### src/hdl/adccs_pkg.sv
/*
  Shared constants for the converter control and status logic: bit
  positions of the control/status byte, reset values, widths, states.
  Assumes a single 200 MHz core clock and a synchronous reset.
*/
package adccs_pkg;

  // ==========================================================
  // Control/status byte layout
  localparam int unsigned FLAG_BIT  = 7;
  localparam int unsigned IE_BIT    = 6;
  localparam int unsigned START_BIT = 5;
  localparam int unsigned SCAN_BIT  = 4;
  localparam int unsigned CSR_W     = 8;

  // ==========================================================
  // Channel numbering
  localparam int unsigned CHAN_W    = 3;

  // ==========================================================
  // Reset values
  localparam logic              FLAG_RST  = 1'h0;
  localparam logic              IE_RST    = 1'h0;
  localparam logic              START_RST = 1'h0;
  localparam logic              SCAN_RST  = 1'h0;
  localparam logic [CHAN_W-1:0] CHAN_RST  = 3'h0;
  localparam logic              PIN_IDLE  = 1'h1;

  // ==========================================================
  // Sequencer states
  typedef enum logic [0:0] {
    ADCCS_IDLE,
    ADCCS_CONV
  } adccs_state_t;

endpackage : adccs_pkg

### src/hdl/adccs_ctrl.sv
/*
  Control and status logic of a successive-approximation converter:
  end flag, interrupt enable, start bit, single/scan sequencing and the
  three start sources. The analogue core is outside.
  Assumes: software access as one-cycle strobes on core_clk; the core
  answers each conv_go with one conv_done pulse on core_clk; timer
  trigger, standby and module-stop come from core_clk logic.
*/
module adccs_ctrl
  import adccs_pkg::*;
(
  input  wire logic              core_clk,           // 200 MHz clock
  input  wire logic              srst,               // Sync reset, high
  input  wire logic              sw_wr,              // Byte write strobe
  input  wire logic [CSR_W-1:0]  sw_wdata,           // Written byte
  input  wire logic              sw_rd,              // Byte read strobe
  input  wire logic [CHAN_W-1:0] chan_select,        // Channel / scan top
  input  wire logic              timer_trig,         // Timer start pulse
  input  wire logic              ext_conv_trigger_n, // Start pin, low
  input  wire logic              standby,            // Standby entry
  input  wire logic              module_stop,        // Module-stop state
  input  wire logic              xfer_irq_active,    // Xfer run by irq
  input  wire logic              xfer_result_rd,     // Xfer reads result
  input  wire logic              conv_done,          // Core finished
  output logic                   conv_go,            // Start core pulse
  output logic [CHAN_W-1:0]      conv_chan,          // Channel to convert
  output logic [CSR_W-1:0]       csr_rdata,          // Status byte
  output logic                   conv_end_flag,      // End flag
  output logic                   conv_end_irq_enable, // Irq enable
  output logic                   conv_start,         // Start/busy bit
  output logic                   scan_mode,          // Scan mode bit
  output logic                   conv_end_irq        // End interrupt req
);

  // ==========================================================
  // State
  typedef struct packed {
    adccs_state_t      state;
    logic              flag;
    logic              flag_seen;
    logic              ie;
    logic              start;
    logic              scan;
    logic [CHAN_W-1:0] chan;
    logic              go;
    logic              irq;
    logic [CSR_W-1:0]  rdata;
  } adccs_ctrl_t;

  adccs_ctrl_t c_reg;
  adccs_ctrl_t c_next;

  logic ext_fall;

  // Pin passes three flops (two-flop sync, registered edge) before use
  adccs_trig_sync u_trig_sync (
    .core_clk           (core_clk),
    .srst               (srst),
    .ext_conv_trigger_n (ext_conv_trigger_n),
    .trig_fall          (ext_fall)
  );

  // Builds the readable status byte
  function automatic logic [CSR_W-1:0] pack_csr(
    input logic flag,
    input logic ie,
    input logic start,
    input logic scan
  );
    logic [CSR_W-1:0] b;
    b            = '0;
    b[FLAG_BIT]  = flag;
    b[IE_BIT]    = ie;
    b[START_BIT] = start;
    b[SCAN_BIT]  = scan;
    return b;
  endfunction : pack_csr

  // ==========================================================
  // Next state
  logic sw_start;
  logic sw_stop;
  logic hw_stop;
  logic start_req;
  logic stop_req;
  logic last_chan;
  logic set_flag;
  logic clr_flag;

  always_comb begin
    c_next    = c_reg;
    set_flag  = 1'b0;
    c_next.go = 1'b0;

    // ==========================================================
    // Start and stop requests
    // Any of the three sources starts an idle converter
    sw_start  = sw_wr & sw_wdata[START_BIT];
    start_req = sw_start | timer_trig | ext_fall;
    // Software clear, standby and module-stop all end a conversion;
    // a stop in the same cycle as a start wins
    sw_stop   = sw_wr & ~sw_wdata[START_BIT];
    hw_stop   = standby | module_stop;
    stop_req  = sw_stop | hw_stop;

    // A pass ends at the top channel, or beyond it when software
    // lowered the top channel while the pass was under way
    last_chan = (c_reg.chan >= chan_select);

    // ==========================================================
    // Software-written bits
    if (sw_wr) begin
      c_next.ie = sw_wdata[IE_BIT];
      // Mode is written as is; software keeps it stable while busy
      c_next.scan = sw_wdata[SCAN_BIT];
    end

    // ==========================================================
    // Sequencer
    case (c_reg.state)
      ADCCS_IDLE: begin
        if (start_req && !stop_req) begin
          c_next.start = 1'b1;
          c_next.chan  = c_next.scan ? CHAN_RST : chan_select;
          c_next.go    = 1'b1;
          c_next.state = ADCCS_CONV;
        end
      end
      ADCCS_CONV: begin
        if (stop_req) begin
          c_next.start = 1'b0;
          c_next.state = ADCCS_IDLE;
        end else if (conv_done) begin
          if (!c_reg.scan) begin
            set_flag     = 1'b1;
            c_next.start = 1'b0;
            c_next.state = ADCCS_IDLE;
          end else if (last_chan) begin
            set_flag     = 1'b1;
            c_next.chan  = CHAN_RST;
            c_next.go    = 1'b1;
          end else begin
            c_next.chan  = c_reg.chan + 1'b1;
            c_next.go    = 1'b1;
          end
        end
      end
      default: begin
        c_next.start = 1'b0;
        c_next.state = ADCCS_IDLE;
      end
    endcase

    // ==========================================================
    // End flag, read arming and interrupt request
    // Flag read as 1 arms the software clear
    if (sw_rd && c_reg.flag) begin
      c_next.flag_seen = 1'b1;
    end
    clr_flag = (sw_wr && !sw_wdata[FLAG_BIT] && c_reg.flag_seen)
             || (xfer_irq_active && xfer_result_rd);
    if (sw_wr) begin
      c_next.flag_seen = 1'b0;
    end
    // A flag cleared by any means must be read as 1 again before a
    // write of 0 may clear the next one
    if (clr_flag && !set_flag) begin
      c_next.flag_seen = 1'b0;
    end

    // A new end event outranks a clear in the same cycle
    if (set_flag) begin
      c_next.flag = 1'b1;
    end else if (clr_flag) begin
      c_next.flag = 1'b0;
    end

    c_next.irq   = c_next.flag & c_next.ie;
    c_next.rdata = pack_csr(c_next.flag, c_next.ie, c_next.start,
                            c_next.scan);
  end

  // ==========================================================
  // Registers
  always_ff @(posedge core_clk) begin
    if (srst) begin
      c_reg <= '{state:     ADCCS_IDLE,
                 flag:      FLAG_RST,
                 flag_seen: 1'b0,
                 ie:        IE_RST,
                 start:     START_RST,
                 scan:      SCAN_RST,
                 chan:      CHAN_RST,
                 go:        1'b0,
                 irq:       1'b0,
                 rdata:     pack_csr(FLAG_RST, IE_RST, START_RST,
                                     SCAN_RST)};
    end else begin
      c_reg <= c_next;
    end
  end

  // ==========================================================
  // Outputs
  assign conv_go             = c_reg.go;
  assign conv_chan           = c_reg.chan;
  assign csr_rdata           = c_reg.rdata;
  assign conv_end_flag       = c_reg.flag;
  assign conv_end_irq_enable = c_reg.ie;
  assign conv_start          = c_reg.start;
  assign scan_mode           = c_reg.scan;
  assign conv_end_irq        = c_reg.irq;

endmodule : adccs_ctrl

### src/hdl/adccs_trig_sync.sv
/*
  Two-flop synchroniser for the active-low external trigger pin, with a
  falling-edge detector behind the second flop.
  Assumes the pin is asynchronous to core_clk and idles high.
*/
module adccs_trig_sync
  import adccs_pkg::*;
(
  input  wire logic core_clk,           // 200 MHz core clock
  input  wire logic srst,               // Synchronous reset, active high
  input  wire logic ext_conv_trigger_n, // Trigger pin, active low
  output logic      trig_fall           // One-cycle pulse on falling edge
);

  // ==========================================================
  // State
  typedef struct packed {
    logic meta;
    logic sync;
    logic last;
    logic fall;
  } adccs_sync_t;

  adccs_sync_t s_reg;
  adccs_sync_t s_next;

  always_comb begin
    s_next      = s_reg;
    s_next.meta = ext_conv_trigger_n;
    s_next.sync = s_reg.meta;
    s_next.last = s_reg.sync;
    s_next.fall = s_reg.last & ~s_reg.sync;
  end

  always_ff @(posedge core_clk) begin
    if (srst) begin
      s_reg <= '{meta: PIN_IDLE, sync: PIN_IDLE, last: PIN_IDLE,
                 fall: 1'b0};
    end else begin
      s_reg <= s_next;
    end
  end

  assign trig_fall = s_reg.fall;

endmodule : adccs_trig_sync

### config.mk
export PLATFORM = sky130hd
export DESIGN_NAME = adccs_ctrl
export DESIGN_NICKNAME = d
export VERILOG_FILES = /design/src/hdl/adccs_pkg.sv /design/src/hdl/adccs_ctrl.sv /design/src/hdl/adccs_trig_sync.sv
export SDC_FILE = /design/constraint.sdc
export NUM_CORES = 1
export LEC_CHECK = 0
export BUFFER_PORTS_ARGS = -buffer_cell sky130_fd_sc_hd__buf_4
export CAP_MARGIN = 20
export CORE_MARGIN = 1
export CORE_UTILIZATION = 49
export CTS_BUF_LIST = sky130_fd_sc_hd__clkbuf_16
export DETAILED_ROUTE_END_ITERATION = 8
export PLACE_DENSITY = 0.92
export SLEW_MARGIN = 20
export SYNTH_ARGS = -nofsm -noshare
export SYNTH_HDL_FRONTEND = slang
export SYNTH_SLANG_ARGS = --single-unit
### constraint.sdc
create_clock -name core_clk -period 2.9 [get_ports core_clk]
set_input_delay 0.29 -clock core_clk [delete_from_list [all_inputs] [get_ports core_clk]]
set_output_delay 0.29 -clock core_clk [all_outputs]
set_load 0.05 [all_outputs]
After elaboration in Yosys (flattened, before gate mapping)
Cells that the tools add are included.
Storage, ports and cells
  flip-flop bits (word level): 23
  input bits: 22
  output and inout port bits: 17
  logic and storage cells: 70
Operators by class
  add/sub/neg operators: 1
  $lt $le $gt $ge: 1
  equality and inequality tests: 4
  multiplexer cells: 26
  bitwise logic cells: 11
  reduce and logical (&&, ||, !) cells: 12
Operators with widths (number)
  4-bit 2-to-1 mux: 5
  1-bit 2-to-1 mux: 17
  2-bit inequality test (second input constant): 4
  4-bit case mux with 2 select lines: 1
  1-bit logical AND: 6
  1-bit AND: 4
  1-bit bitwise OR: 4
  1-bit case mux with 2 select lines: 2
  4-bit AND reduction: 1
  3-bit by 1-bit adder with 3-bit output (second input constant): 1
  3-bit >= comparator: 1
  1-bit logical NOT: 3
  3-bit 2-to-1 mux: 1
  1-bit inverter: 3
  3-bit OR reduction: 1
  1-bit logical OR: 1

Longest topological paths before layout
  word-level depth: 9
  gate-level depth with buffers: 6
  depth with buffers taken out: 6

Cells and area by module
A second synthesis with hierarchy kept.
Second synthesis, totals
  cells, all modules: 85
  area, all modules: 765.7 um2
Modules (own cells, without submodules)
  adccs_ctrl: instances 1, cells each 77, area each 659.4 um2, sequential area each 220.2 um2
  adccs_trig_sync: instances 1, cells each 8, area each 106.4 um2, sequential area each 80.1 um2

Least setup slack after synthesis
Ideal clock, no wire load.
  path kind: reg2reg
  start point: register csr_rdata[4] (netlist name)
  end point: register c_reg (netlist bit conv_chan[0])
  setup time: 79 ps
  arrival time: 1592 ps
  required time: 2821 ps
  path slack: 1229 ps
  cell stages (with the launch flop): 5
  path buffers: 0
  period minus slack after synthesis: 1671 ps
  cells stage by stage: dfxtp_1 -> and3_4 -> nand3_1 -> or3_1 -> o211ai_1
RTL lines
  to (signal assigned): RTL line adccs_ctrl.sv:187  | c_reg <= '{state: ADCCS_IDLE,
  to (signal assigned): RTL line adccs_ctrl.sv:199  | c_reg <= c_next;
  to (decl): RTL line adccs_ctrl.sv:50  | adccs_ctrl_t c_reg;

Final worst setup path
  start point: register c_reg (netlist bit conv_chan[0])
  end point: register c_reg[16] (netlist bit)
On the way
  cells in the longest elaborated chain, start to end: 9
Ends and longest elaborated chain
  3-bit >= comparator: RTL line adccs_ctrl.sv:108  | last_chan = (c_reg.chan >= chan_select);
  1-bit 2-to-1 mux: RTL line adccs_ctrl.sv:138  | end else if (last_chan) begin
  1-bit 2-to-1 mux: RTL line adccs_ctrl.sv:134  | if (!c_reg.scan) begin
  1-bit 2-to-1 mux: RTL line adccs_ctrl.sv:133  | end else if (conv_done) begin
  1-bit 2-to-1 mux: RTL line adccs_ctrl.sv:130  | if (stop_req) begin
  1-bit 2-to-1 mux: RTL line adccs_ctrl.sv:120  | case (c_reg.state)
  1-bit logical NOT: RTL line adccs_ctrl.sv:167  | if (clr_flag && !set_flag) begin
  1-bit logical AND: RTL line adccs_ctrl.sv:167
  3-bit OR reduction (no source line)
Every way passes these cells.
A chain may end at the register's enable or synchronous reset.

==> flow_metrics.env <==
export IMPL_port_buffers=30
export IMPL_fin_tns_setup_ps=0
export IMPL_area_growth_pct=27.2
export IMPL_seq_area_frac_synth=0.349
export IMPL_maxCapViolCount=0
export IMPL_hold_path_class="in2reg"
export IMPL_hold_violations=0
export IMPL_cts_tree="built"
export IMPL_row_count=14
export IMPL_status="finished, final reports clean"
export IMPL_ant_nets=0
export IMPL_antenna_found_initial=0
export IMPL_synth_warnings=0
export IMPL_start_util=0.545
export IMPL_period_needed_ps=1750
export IMPL_cellLeakagePower_nw=0.506
export IMPL_irDropWorstVdd_uv=637
export IMPL_yosysUniqueCellTypes=34
export IMPL_syn_inst=95
export IMPL_cp_arrival_ps=1900
export IMPL_synthFlopType="dfxtp_1"
export IMPL_vias_per_cell=5.39
export IMPL_criticalPathCategory="reg2reg"
export IMPL_gp_congestion=0.726
export IMPL_syn_area_sq_um=860
export IMPL_switchingPower_w=0.000153
export IMPL_io_pins=39
export IMPL_p_seq_frac=0.374
export IMPL_tightestPinTransition_ps=522
export IMPL_die_x_um=43.9
export IMPL_cts_resized=0
export IMPL_routed_wl_um=1750
export IMPL_synth_avg_cell_area_sq_um=9.05
export IMPL_async_flop_share=0
export IMPL_finalSetupViolCount=0
export IMPL_crit_path_max_fanout=4
export IMPL_cts_sinks=15
export IMPL_pwr_share_comb=0.169
export IMPL_finalCritPeriodShare=0.603
export IMPL_endpoint_kind="flop"
export IMPL_hpwl_um=1350
export IMPL_clkLatencyLatePin_ps=250
export IMPL_drive_gt1_frac=0.381
export IMPL_h_tree_depth=1
export IMPL_drt_wirelength_per_cell_um=13.0
export IMPL_fin_skew_ps=4.99
export IMPL_grt_max_degree=16
export IMPL_place_area_sq_um=1010
export IMPL_worst_setup_path_start_kind="flop"
export IMPL_track_usage=0.206
export IMPL_rsz0062_at_grt="false"
export IMPL_fmax_mhz=572
export IMPL_overflow=0
export IMPL_grt_pass1_vias=686
export IMPL_ys_seq_elements=15
export IMPL_dr_first_iter_drc_count=11
export IMPL_n_fill_cell=116
export IMPL_vias=722
export IMPL_post_route_cell_area_sq_um=1090
export IMPL_max_slew_margin=0.651
export IMPL_synth_edf_count=0
export IMPL_p_sw_frac=0.260
export IMPL_die_h_um=43.9
export IMPL_post_cts_buffers=0
export IMPL_antenna_cells=0
export IMPL_core_area_sq_um=1580
export IMPL_first_pass_iters=4
export IMPL_cts_buffers=3
export IMPL_crit_required_ps=3050
export IMPL_cts_hold_buffers=0
export IMPL_clockBufferDepth=2
export IMPL_cts_root_buffer="clkbuf_16"
export IMPL_place_inst=130
export IMPL_p_per_area_nw_per_um2=539
export IMPL_fp_dieArea_sq_um=1930
export IMPL_clk_pin_slew_ps=50
export IMPL_slew_viol_final=0
export IMPL_grt_pass1_wl_um=2950
export IMPL_clock_power_share=0.457
export IMPL_p_int_w=0.000436
export IMPL_fin_nets=145
export IMPL_route_detailed_drc=0
export IMPL_fin_cells=134
-- worst paths after layout --
path	cells past startpoint	slack (ps)	end	startpoint
setup / recovery	6	1150	c_reg[16]	conv_chan[0]
hold / removal	2	220	u_trig_sync.s_next[2]	ext_conv_trigger_n
setup reg to reg	6	1150	c_reg[16]	conv_chan[0]
hold reg to reg	1	410	u_trig_sync.s_next[1]	u_trig_sync.s_next[2]
-- cells in the final DEF (no fill, tap or decap), types with 2 or more instances in the layout --
cell type / Yosys / final
a21oi_1: 3 / 3
and3_4: 2 / 2
buf_4: 12 / 30
clkbuf_16: 0 / 3
conb_1: 1 / 4
dfxtp_1: 15 / 15
ha_1: 4 / 4
inv_1: 7 / 7
mux2i_1: 2 / 2
nand2_1: 6 / 6
nand2b_1: 3 / 3
nand3_1: 5 / 5
nor2_1: 6 / 6
nor2b_1: 3 / 3
nor3_2: 2 / 2
o21ai_0: 2 / 2
or2_2: 3 / 3
or4b_1: 2 / 2
-- worst max-delay path: stages, from the launching register on --
cell,delay [ps]
dfxtp_1,390
inv_1,80
ha_1,270
nor2b_1,40
o2111ai_1,340
nand4_1,230
a2111oi_2,320
-- cell type report --
cell class	instances	area (sq um)	area share
Multi-Input combinational cell	62	439	0.402
Sequential cell	15	300	0.275
Timing Repair Buffer	30	225	0.206
Clock buffer	3	75.1	0.0686
Inverter	7	26.3	0.0240
Tap cell	16	20.0	0.0183
Clock inverter	1	7.51	0.00686
-- power by group through the flow --
stage,Sequential (W),Combinational [W],Clock [W]
after floorplan,0.000232,0.0000648,0
after global placement,0.000223,0.0000973,0
after detailed placement,0.000224,0.0000993,0
after CTS,0.000220,0.0000998,0.000275
after global routing,0.000220,0.000107,0.000285
final,0.000220,0.0000998,0.000269
-- cells by family after synthesis --
logic type / after synthesis / synth area share
AND/OR/NAND/NOR: 39 / 0.287
buffers and inverters: 21 / 0.153
flip-flops: 15 / 0.349
AO/OA/AOI/OAI: 13 / 0.125
adder cells (fa/ha/maj): 4 / 0.0582
multiplexers: 2 / 0.0233
other: 1 / 0.00436
-- metrics by stage --
stage / hold WS, ps / setup slack [ps] / utilization / power [W]
final: 224 / 1150 / 0.694 / 0.000589
after global routing: 221 / 1100 / 0.694 / 0.000612
after CTS: 224 / 1150 / 0.694 / 0.000594
after detailed placement: 401 / 1180 / 0.641 / 0.000323
after global placement: 397 / 1270 / 0.641 / 0.000320
after floorplan: 389 / 1230 / - / 0.000297
-- routing by layer --
metal | wire length, um | share of wire | vias up | track usage
li1 | - | - | 360 | -
met1 | 694 | 0.40 | 328 | 0.226
met2 | 895 | 0.51 | 28 | 0.355
met3 | 116 | 0.066 | 6 | 0.0875
met4 | 38 | 0.022 | 0 | 0.0727
met5 | 0 | 0 | - | 0
-- cell usage after synthesis (2+ instances only) --
library cell | instances | area (sq um)
dfxtp_1 | 15 | 300
buf_4 | 12 | 90.1
inv_1 | 7 | 26.3
nand2_1 | 6 | 22.5
nor2_1 | 6 | 22.5
nand3_1 | 5 | 25.0
ha_1 | 4 | 50.1
a21oi_1 | 3 | 15.0
nand2b_1 | 3 | 18.8
nor2b_1 | 3 | 18.8
or2_2 | 3 | 18.8
and3_4 | 2 | 22.5
mux2i_1 | 2 | 20.0
nor3_2 | 2 | 20.0
o21ai_0 | 2 | 10.0
or4b_1 | 2 | 20.0
Note: power is estimated with default switching activity, not from simulation.
